`src/hw/ismask_defs.svh`:
```
// Constants for the interrupt source mask block: offsets, fields, resets.
// Assumes inclusion by bare name from the package and design files.
`ifndef ISMASK_DEFS_SVH
`define ISMASK_DEFS_SVH

// ----------------------------------------
// Register indices and byte addresses
// ----------------------------------------
`define ISM_IDX_EN_LOW 8'h43
`define ISM_IDX_EN_MID 8'h44
`define ISM_IDX_EN_HIGH 8'h45
`define ISM_IDX_STATUS 8'h50
`define ISM_IDX_CLEAR 8'h51
`define ISM_ADDR_EN_LOW 12'h10c
`define ISM_ADDR_EN_MID 12'h110
`define ISM_ADDR_EN_HIGH 12'h114
`define ISM_ADDR_STATUS 12'h140
`define ISM_ADDR_CLEAR 12'h144

// ----------------------------------------
// Mask bit positions
// ----------------------------------------
`define ISM_LOW_REF3 7
`define ISM_LOW_REF2 3
`define ISM_LOW_REF1 2
`define ISM_MID_REF4 0
`define ISM_MID_MODE 7
`define ISM_MID_FAIL 6
`define ISM_HIGH_SEC 6

// ----------------------------------------
// Used bits and reset values
// ----------------------------------------
`define ISM_LOW_USED 8'h8c
`define ISM_MID_USED 8'hc1
`define ISM_HIGH_USED 8'h40
`define ISM_MASK_RESET 8'h00
`define ISM_STATUS_RESET 8'h00
`define ISM_NUM_SRC 7

`endif

```
`src/hw/ismask_pkg.sv`:
```
// Types for the interrupt source mask block.
// Assumes ismask_defs.svh is on the include path.
`include "ismask_defs.svh"

package ismask_pkg;
  // Event source order within the status and enable vectors
  typedef enum logic [2:0] {
    ISM_SRC_REF1 = 3'h0,
    ISM_SRC_REF2 = 3'h1,
    ISM_SRC_REF3 = 3'h2,
    ISM_SRC_REF4 = 3'h3,
    ISM_SRC_MODE = 3'h4,
    ISM_SRC_FAIL = 3'h5,
    ISM_SRC_SEC = 3'h6
  } ismask_src_t;
  typedef logic [`ISM_NUM_SRC-1:0] ismask_vec_t;
endpackage

```
`src/hw/ismask_reg8.sv`:
```
// One 8-bit mask register with a write strobe and a used-bit mask.
// Assumes a strobe from the bus slave on the same clock.
`timescale 1ns/1ps
`include "ismask_defs.svh"

module ismask_reg8 #(
  parameter logic [7:0] USED = 8'hff
) (
  // Clock and reset
  input wire logic clock_in,
  input wire logic rst_in,
  // Write side
  input wire logic wr_in,
  input wire logic [7:0] data_in,
  // Stored value
  output logic [7:0] value_out
);
  // Unused positions never store, so they read zero and cannot gate
  always_ff @(posedge clock_in or posedge rst_in) begin
    if (rst_in) begin
      value_out <= `ISM_MASK_RESET;
    end else if (wr_in) begin
      value_out <= data_in & USED;
    end
  end
endmodule

```
`src/hw/ismask_top.sv`:
```
// Interrupt source mask: three enable bytes, sticky status, one irq line.
// Assumes event inputs are single-cycle pulses or levels from other
// clock domains; each passes a two-flop synchroniser first.
`timescale 1ns/1ps
`include "ismask_defs.svh"

module ismask_top (
  // Clock and reset
  input wire logic clock_in,
  input wire logic rst_in,
  // APB slave
  input wire logic psel_in,
  input wire logic penable_in,
  input wire logic pwrite_in,
  input wire logic [11:0] paddr_in,
  input wire logic [31:0] pwdata_in,
  output logic [31:0] prdata_out,
  output logic pready_out,
  output logic pslverr_out,
  // Event sources, asynchronous levels
  input wire logic ref_input_one_in,
  input wire logic ref_input_two_in,
  input wire logic ref_input_three_in,
  input wire logic ref_input_four_in,
  input wire logic mode_change_in,
  input wire logic main_ref_fail_in,
  input wire logic secondary_loop_state_in,
  // Interrupt
  output logic irq_out
);
  import ismask_pkg::*;

  // ----------------------------------------
  // Helper functions
  // ----------------------------------------
  // Exact word match; no partial decode, so aliases read as unmapped
  function automatic logic addr_hit(input logic [11:0] addr, input logic [11:0] target);
    addr_hit = (addr == target);
  endfunction

  // Zero-extend a mask byte to the bus width
  function automatic logic [31:0] widen8(input logic [7:0] value);
    widen8 = {24'h000000, value};
  endfunction

  // A source interrupts only while pending and enabled
  function automatic logic gate(input logic stat, input logic en);
    gate = stat & en;
  endfunction

  // ----------------------------------------
  // Event synchronisers and edge detect
  // ----------------------------------------
  ismask_vec_t raw_ev;
  ismask_vec_t sync_a;
  ismask_vec_t sync_b;
  ismask_vec_t sync_c;
  ismask_vec_t ev_pulse;

  assign raw_ev[ISM_SRC_REF1] = ref_input_one_in;
  assign raw_ev[ISM_SRC_REF2] = ref_input_two_in;
  assign raw_ev[ISM_SRC_REF3] = ref_input_three_in;
  assign raw_ev[ISM_SRC_REF4] = ref_input_four_in;
  assign raw_ev[ISM_SRC_MODE] = mode_change_in;
  assign raw_ev[ISM_SRC_FAIL] = main_ref_fail_in;
  assign raw_ev[ISM_SRC_SEC] = secondary_loop_state_in;

  // Rising edge only; a held level counts once
  assign ev_pulse = sync_b & ~sync_c;

  // First stage may go metastable; only the second stage reads it
  always_ff @(posedge clock_in or posedge rst_in) begin
    if (rst_in) begin
      sync_a <= '0;
    end else begin
      sync_a <= raw_ev;
    end
  end

  // Second stage, the first one logic may read
  always_ff @(posedge clock_in or posedge rst_in) begin
    if (rst_in) begin
      sync_b <= '0;
    end else begin
      sync_b <= sync_a;
    end
  end

  // Delayed copy for the edge detector; resets to the idle pin level
  always_ff @(posedge clock_in or posedge rst_in) begin
    if (rst_in) begin
      sync_c <= '0;
    end else begin
      sync_c <= sync_b;
    end
  end

  // ----------------------------------------
  // APB decode
  // ----------------------------------------
  wire logic access = psel_in & penable_in;
  wire logic wr = access & pwrite_in;
  wire logic hit_low = addr_hit(paddr_in, `ISM_ADDR_EN_LOW);
  wire logic hit_mid = addr_hit(paddr_in, `ISM_ADDR_EN_MID);
  wire logic hit_high = addr_hit(paddr_in, `ISM_ADDR_EN_HIGH);
  wire logic hit_stat = addr_hit(paddr_in, `ISM_ADDR_STATUS);
  wire logic hit_clr = addr_hit(paddr_in, `ISM_ADDR_CLEAR);
  wire logic mapped = hit_low | hit_mid | hit_high | hit_stat | hit_clr;
  // Status is read-only, clear is write-only
  wire logic wr_to_status = hit_stat & pwrite_in;
  wire logic rd_of_clear = hit_clr & ~pwrite_in;
  wire logic bad = ~mapped | wr_to_status | rd_of_clear;

  // ----------------------------------------
  // Write strobes
  // ----------------------------------------
  // Refused writes still reach no register, since each strobe needs a hit
  wire logic wr_low = wr & hit_low;
  wire logic wr_mid = wr & hit_mid;
  wire logic wr_high = wr & hit_high;
  wire logic wr_clr = wr & hit_clr;

  // ----------------------------------------
  // Mask registers
  // ----------------------------------------
  logic [7:0] irq_enable_low;
  logic [7:0] irq_enable_mid;
  logic [7:0] irq_enable_high;

  ismask_reg8 #(.USED(`ISM_LOW_USED)) u_low (
    .clock_in(clock_in),
    .rst_in(rst_in),
    .wr_in(wr_low),
    .data_in(pwdata_in[7:0]),
    .value_out(irq_enable_low)
  );

  ismask_reg8 #(.USED(`ISM_MID_USED)) u_mid (
    .clock_in(clock_in),
    .rst_in(rst_in),
    .wr_in(wr_mid),
    .data_in(pwdata_in[7:0]),
    .value_out(irq_enable_mid)
  );

  ismask_reg8 #(.USED(`ISM_HIGH_USED)) u_high (
    .clock_in(clock_in),
    .rst_in(rst_in),
    .wr_in(wr_high),
    .data_in(pwdata_in[7:0]),
    .value_out(irq_enable_high)
  );

  // ----------------------------------------
  // Enable vector in source order
  // ----------------------------------------
  ismask_vec_t enable;
  assign enable[ISM_SRC_REF3] = irq_enable_low[`ISM_LOW_REF3];
  assign enable[ISM_SRC_REF2] = irq_enable_low[`ISM_LOW_REF2];
  assign enable[ISM_SRC_REF1] = irq_enable_low[`ISM_LOW_REF1];
  assign enable[ISM_SRC_REF4] = irq_enable_mid[`ISM_MID_REF4];
  assign enable[ISM_SRC_MODE] = irq_enable_mid[`ISM_MID_MODE];
  assign enable[ISM_SRC_FAIL] = irq_enable_mid[`ISM_MID_FAIL];
  assign enable[ISM_SRC_SEC] = irq_enable_high[`ISM_HIGH_SEC];

  // ----------------------------------------
  // Sticky status, write one to clear
  // ----------------------------------------
  ismask_vec_t status;
  ismask_vec_t clr_bits;
  ismask_vec_t next_status;
  assign clr_bits = wr_clr ? pwdata_in[`ISM_NUM_SRC-1:0] : '0;
  // New event wins over a clear in the same cycle
  assign next_status = (status & ~clr_bits) | ev_pulse;

  always_ff @(posedge clock_in or posedge rst_in) begin
    if (rst_in) begin
      status <= '0;
    end else begin
      status <= next_status;
    end
  end

  // ----------------------------------------
  // Per-source gating
  // ----------------------------------------
  // Reference input one, low byte
  wire logic stat_ref1 = status[ISM_SRC_REF1];
  wire logic pend_ref1 = gate(stat_ref1, enable[ISM_SRC_REF1]);

  // Reference input two, low byte
  wire logic stat_ref2 = status[ISM_SRC_REF2];
  wire logic pend_ref2 = gate(stat_ref2, enable[ISM_SRC_REF2]);

  // Reference input three, low byte
  wire logic stat_ref3 = status[ISM_SRC_REF3];
  wire logic pend_ref3 = gate(stat_ref3, enable[ISM_SRC_REF3]);

  // Reference input four, middle byte
  wire logic stat_ref4 = status[ISM_SRC_REF4];
  wire logic pend_ref4 = gate(stat_ref4, enable[ISM_SRC_REF4]);

  // Main loop mode change, middle byte
  wire logic stat_mode = status[ISM_SRC_MODE];
  wire logic pend_mode = gate(stat_mode, enable[ISM_SRC_MODE]);

  // Main reference failure, middle byte
  wire logic stat_fail = status[ISM_SRC_FAIL];
  wire logic pend_fail = gate(stat_fail, enable[ISM_SRC_FAIL]);

  // Secondary loop status change, high byte
  wire logic stat_sec = status[ISM_SRC_SEC];
  wire logic pend_sec = gate(stat_sec, enable[ISM_SRC_SEC]);

  ismask_vec_t pending;
  assign pending[ISM_SRC_REF1] = pend_ref1;
  assign pending[ISM_SRC_REF2] = pend_ref2;
  assign pending[ISM_SRC_REF3] = pend_ref3;
  assign pending[ISM_SRC_REF4] = pend_ref4;
  assign pending[ISM_SRC_MODE] = pend_mode;
  assign pending[ISM_SRC_FAIL] = pend_fail;
  assign pending[ISM_SRC_SEC] = pend_sec;

  // ----------------------------------------
  // Interrupt output
  // ----------------------------------------
  // Irq is registered, so it trails status by one cycle
  wire logic next_irq = |pending;

  always_ff @(posedge clock_in or posedge rst_in) begin
    if (rst_in) begin
      irq_out <= 1'b0;
    end else begin
      irq_out <= next_irq;
    end
  end

  // ----------------------------------------
  // Read data and answer
  // ----------------------------------------
  wire logic setup = psel_in & ~penable_in;
  wire logic rd_low = hit_low & ~pwrite_in;
  wire logic rd_mid = hit_mid & ~pwrite_in;
  wire logic rd_high = hit_high & ~pwrite_in;
  wire logic rd_stat = hit_stat & ~pwrite_in;

  logic [31:0] next_rdata;
  assign next_rdata = rd_low ? widen8(irq_enable_low) :
                      rd_mid ? widen8(irq_enable_mid) :
                      rd_high ? widen8(irq_enable_high) :
                      rd_stat ? {25'h0000000, status} :
                      32'h00000000;

  // Read data is caught in setup and held, so it stands through access
  wire logic [31:0] held_rdata = setup ? next_rdata : prdata_out;
  // Zero-wait answer: ready is high in every access phase
  wire logic next_ready = setup;
  wire logic next_err = setup & bad;

  always_ff @(posedge clock_in or posedge rst_in) begin
    if (rst_in) begin
      prdata_out <= 32'h00000000;
    end else begin
      prdata_out <= held_rdata;
    end
  end

  always_ff @(posedge clock_in or posedge rst_in) begin
    if (rst_in) begin
      pready_out <= 1'b0;
    end else begin
      pready_out <= next_ready;
    end
  end

  always_ff @(posedge clock_in or posedge rst_in) begin
    if (rst_in) begin
      pslverr_out <= 1'b0;
    end else begin
      pslverr_out <= next_err;
    end
  end
endmodule
```
`config.mk`:
```
export PLATFORM = sky130hd
export DESIGN_NAME = ismask_top
export DESIGN_NICKNAME = d
export VERILOG_FILES = /design/src/hw/ismask_pkg.sv /design/src/hw/ismask_reg8.sv /design/src/hw/ismask_top.sv
export VERILOG_INCLUDE_DIRS = /design/src /design/src/hw
export SDC_FILE = /design/constraint.sdc
export NUM_CORES = 1
export LEC_CHECK = 0
export ABC_AREA = 0
export BUFFER_PORTS_ARGS = -buffer_cell sky130_fd_sc_hd__buf_2
export CAP_MARGIN = 20
export CELL_PAD_IN_SITES_DETAIL_PLACEMENT = 1
export CELL_PAD_IN_SITES_GLOBAL_PLACEMENT = 1
export CORE_UTILIZATION = 31
export DETAILED_ROUTE_END_ITERATION = 10
export PLACE_DENSITY = 0.84
export SETUP_SLACK_MARGIN = 0.3
export SLEW_MARGIN = 0
export SYNTH_ARGS = -nofsm -noshare
export SYNTH_HDL_FRONTEND = slang
export SYNTH_SLANG_ARGS = --single-unit
```
`constraint.sdc`:
```
create_clock -name clock_in -period 1.4 [get_ports clock_in]
set_clock_uncertainty 0.2 [all_clocks]
set_input_delay 0.14 -clock clock_in [delete_from_list [all_inputs] [get_ports clock_in]]
set_output_delay 0.14 -clock clock_in [all_outputs]
set_load 0.005 [all_outputs]
```
[After elaboration in Yosys (flattened, before gate mapping)]
Index checks and enable logic that the tools add are counted.
Operators by class
  multiplexer cells: 5
  eq/ne operators: 5
  bitwise gates (word level): 35
  reductions and logical operators: 1
Operator list (count)
  == test 12 x 9 -> 1 bit (second input constant): 5
  AND 1 bit: 21
  2-to-1 mux 7 bit: 3
  2-to-1 mux 8 bit: 2
  AND 7 bit: 2
  inverter 7 bit: 2
  OR 7 bit: 1
  OR reduction 7 bit: 1
  OR 1 bit: 6
  inverter 1 bit: 3
Storage, ports and cells
  bits of input ports: 56
  output and inout bits: 35
  register bits after elaboration: 70

[Longest topological paths before layout]
  depth in word-level cells: 9
  gate-level depth with buffers: 6
  gate-level depth less buffers: 4

[Hierarchy]
A second synthesis with hierarchy kept.
Unflattened totals
  cell total of the unflattened synthesis: 213
  area total of the unflattened synthesis: 2260.9 um^2
By module, submodules not included
  ismask_top: instances 1, cells each 176, seq. area each 975.9 um^2, area each 1853.0 um^2
  ismask_reg8 (u_low ...): instances 2, cells each 13, seq. area each 75.1 um^2, area each 153.9 um^2
  ismask_reg8 (u_high): instances 1, cells each 11, seq. area each 25.0 um^2, area each 100.1 um^2

[Worst setup path before layout]
OpenSTA, ideal clock, no wires.
  path kind: input to register
  from: input port paddr_in[2]
  to: register u_mid.value_out[0]
  required time: 1075 ps
  arrival time: 1305 ps
  setup slack: -230 ps
  stages: 4
  cell sequence: clkbuf_1 > or2_2 > nor4_4 > mux2_2
Between the ends
  word-level cells in the longest chain between the ends: 2
Ends and longest elaborated chain
  from (decl): RTL line ismask_top.sv:15  | input wire logic [11:0] paddr_in,
  == test 12 x 9 -> 1 bit: RTL line ismask_top.sv:38  | addr_hit = (addr == target);
  AND 1 bit: RTL line ismask_top.sv:119  | wire logic wr_mid = wr & hit_mid;
  to (signal assigned): RTL line ismask_reg8.sv:21  | value_out <= `ISM_MASK_RESET;
  to (signal assigned): RTL line ismask_reg8.sv:23  | value_out <= data_in & USED;
  to (decl): RTL line ismask_reg8.sv:16  | output logic [7:0] value_out
Every way passes these cells.
A chain may end at the register's enable or synchronous reset.

[Worst setup path in the final report]
  from: input port paddr_in[6]
  to: register u_mid.value_out[7]
Same word-level chain as after synthesis.

==> qor.yml <==
status:
  outcome: "finished with violations"
  failed_checks: "setup timing"
setup_path:
  crit_type: "primary input to flip-flop"
  worst_path_max_delay_cell: "or3_4"
  worstPathCellList: "buf_6, nand2b_4, or3_4, nor4_4, buf_4, mux2_4"
  cp.arrival_ns: 1.50
  required_ns: 1.38
  startpoint: "paddr_in[6]"
  timing.rr.end: "prdata_out[7]"
  r2r_start: "u_mid.value_out[7]"
  cp-start-kind: "primary input"
  reg2regPathDepth: 3
  crit_path_end_kind: "flip-flop"
  cp_max_fo: 3
  r2r_slack_ns: 0.15
  critical-path-max-stage-delay_ns: 0.36
global_routing:
  track_usage_pct: 17.2
  grt_overflow_total: 0
  antenna_found_initial: 0
  first_global_vias: 1722
  grt_util_met3_pct: 4.33
  grt_pass1_wl_mm: 8.38
  grtUsageMet1_pct: 19.1
  grt_max_degree: 18
  global_route.usage.met2_pct: 31.9
  busiest_layer: "met2"
power_and_ir_drop:
  ir_drop_v: 0.000496
  p_per_area_nw_per_um2: 869
  leakagePower_nw: 1.50
  power.total_w: 0.00265
placed_design:
  place_ws_ns: -0.420
  io_buffers: 42
  place.gp.congestion: 0.769
  hpwlAfterDp_mm: 3.53
die:
  io_pins: 91
  core-area_um2: 6030
  die_height_um: 81.7
  start_util_pct: 32.7
  rows: 28
  die_area_um2: 6680
  die-width_um: 81.7
routing:
  drc_errors: 0
  route.vias.total: 1621
  dr.pass1.iters: 4
  route.detailed.wl_per_inst_um: 17.1
  routed_wl_mm: 5.89
  via_per_inst: 4.70
  final_antenna_net_count: 0
  drtIter0Drc: 51
min_path:
  hold_depth: 4
  min_to: "prdata_out[6]"
  hp-start: "paddr_in[1]"
  hp-class: "primary input to flip-flop"
yosys:
  synth_seq_cells: 46
  ys_top_cells_by_area: "dfrtp_1 58%, buf_4 9.1%, a22o_1 5.3%"
  syn_area_per_cell_um2: 12.1
  synth_cells: 163
  synth_top_family_by_area: "simple AND/OR/NAND/NOR gates"
  synth_compound_area_share_pct: 10.9
  synth_fa_ha_area_share_pct: 0
  yosysTopAreaCell: "dfrtp_1"
  ys_warn_count: 0
  ys_types: 33
  synth_area_um2: 1970
  seq_area_frac_synth_pct: 58.4
  yosys.area_share.simple_pct: 13.8
  synth_mux_area_share_pct: 4.00
  synth_xor_area_share_pct: 0.444
  synth_top_area_share_pct: 58.4
clock_tree:
  cts_buffers: 5
  cts_tree: "yes"
  cts-root-buf: "clkbuf_8"
  worst_skew_pair.late_latency_ns: 0.29
  clock_path_buffers: 2
  cts.sinks: 46
  htreeDepth: 2
  path_clk_slew_ns: 0.09
job:
  maxCapViolations: 0
cells_and_area:
  fin_nets: 325
  drive_above_1_share_pct: 50.4
  final_common_cell: "dfrtp_1"
  syn_to_final_growth_pct: 54.9
  final_cell_mix: "46 x dfrtp_1, 39 x buf_4, 37 x buf_2"
  n_antenna_cell: 0
timing:
  grt_setup_unrepaired: "yes"
  timing.hold.ws_ns: 0.0860
  drv_slew: 0
  period_minus_slack_ns: 1.52
  hold_viol_final: 0
  fin_crit_sh_pct: 109
  setup_violations: 4
  max_freq_ghz: 0.658
  timing.final.ws_setup_ns: -0.120
-- registers in the layout, indices dropped and copies added (netlist names) --
signal and cells:
irq_out 1, prdata_out 8, status 7, sync_a 7, sync_b 7, pslverr_out 1, u_high.value_out 1, u_mid.value_out 3
pready_out 1, u_low.value_out 3, sync_c 7
-- cell type report --
type / count / area [um2]
well taps: 75 / 93.8
flip-flops and latches: 46 / 1150
clock buffers: 6 / 72.6
clock inverters: 2 / 37.5
multi-input cells: 100 / 858
fillers: 643 / 2970
repair buffers: 104 / 791
inverters: 12 / 48.8
-- worst max-delay path by stage --
stage / cells past startpoint / to
2_1_floorplan: 4 / u_mid.value_out[0]
3_3_place_gp: 5 / u_mid.value_out[7]
3_5_place_dp: 5 / u_mid.value_out[7]
4_1_cts: 6 / u_mid.value_out[7]
5_1_grt: 6 / u_mid.value_out[7]
6_report: 6 / u_mid.value_out[7]
-- cells in the mapped netlist --
cell       n
nor2_1     5
a21o_1     2
o21ai_0    2
a22oi_1    3
a22o_1    12
mux2_2     7
xor2_1     1
or3_4      1
inv_1     12
a222oi_1   1
nand2b_4   1
and4bb_2   1
dfrtp_1   46
buf_2      1
a21oi_1    2
or2_2      1
nor3b_1    1
nand3_1    4
nor4_1     3
conb_1     1
nor4b_1    3
a211o_1    1
o32a_2     1
and4_1     1
clkbuf_1   3
o31ai_1    3
nor3_1     3
nand2b_1   2
nand2_1   12
and4b_1    1
nor4b_4    1
buf_4     24
nor4_4     1
-- per-stage QoR --
step / cells / setup TNS, ns / cell area [um2] / utilization (%)
2_1_floorplan: 186 / -1.09 / 2140 / -
3_3_place_gp: 299 / -5.46 / 2420 / 40.1
3_5_place_dp: 299 / -6.57 / 2420 / 40.1
4_1_cts: 337 / -0.231 / 2900 / 48.1
5_1_grt: 345 / -0.480 / 3050 / 50.7
6_report: 345 / -0.392 / 3050 / 50.7
-- cells by family (layout without fill, tap and decap cells) --
kind of cell           Yosys count  count (layout)
AND/OR/NAND/NOR                 41              41
flip-flops                      46              46
AO/OA/AOI/OAI                   27              27
XOR/XNOR                         1               1
multiplexers                     7               7
other                            1              24
buffers and inverters           40             124
-- power breakdown --
part | leakage, nW | switching (W) | total [W] | internal (W)
Combinational | 0.896 | 0.000160 | 0.000312 | 0.000152
Sequential | 0.555 | 0.0000119 | 0.00137 | 0.00136
Clock | 0.0514 | 0.000435 | 0.000967 | 0.000533
-- timing repair --
item                       in CTS  in global routing
hold endpoints to repair       67                  0
pin swaps                      14                 11
setup endpoints to repair      35                 35
resized for setup              27                 18
setup buffers                  14                  8
hold buffers                   16                  0
-- per-layer routing --
layer,vias to the layer above,wire length [um]
met2,61,3230
met3,15,262
li1,735,-
met5,-,0
met1,810,2260
met4,0,140
-- worst max-delay path, delay by kind of cell --
| family | cells | cell delay [ns] |
|---|---|---|
| buffers and inverters | 2 | 0.28 |
| multiplexers | 1 | 0.31 |
| AND/OR/NAND/NOR | 3 | 0.76 |
(Power assumes the default switching activity.)
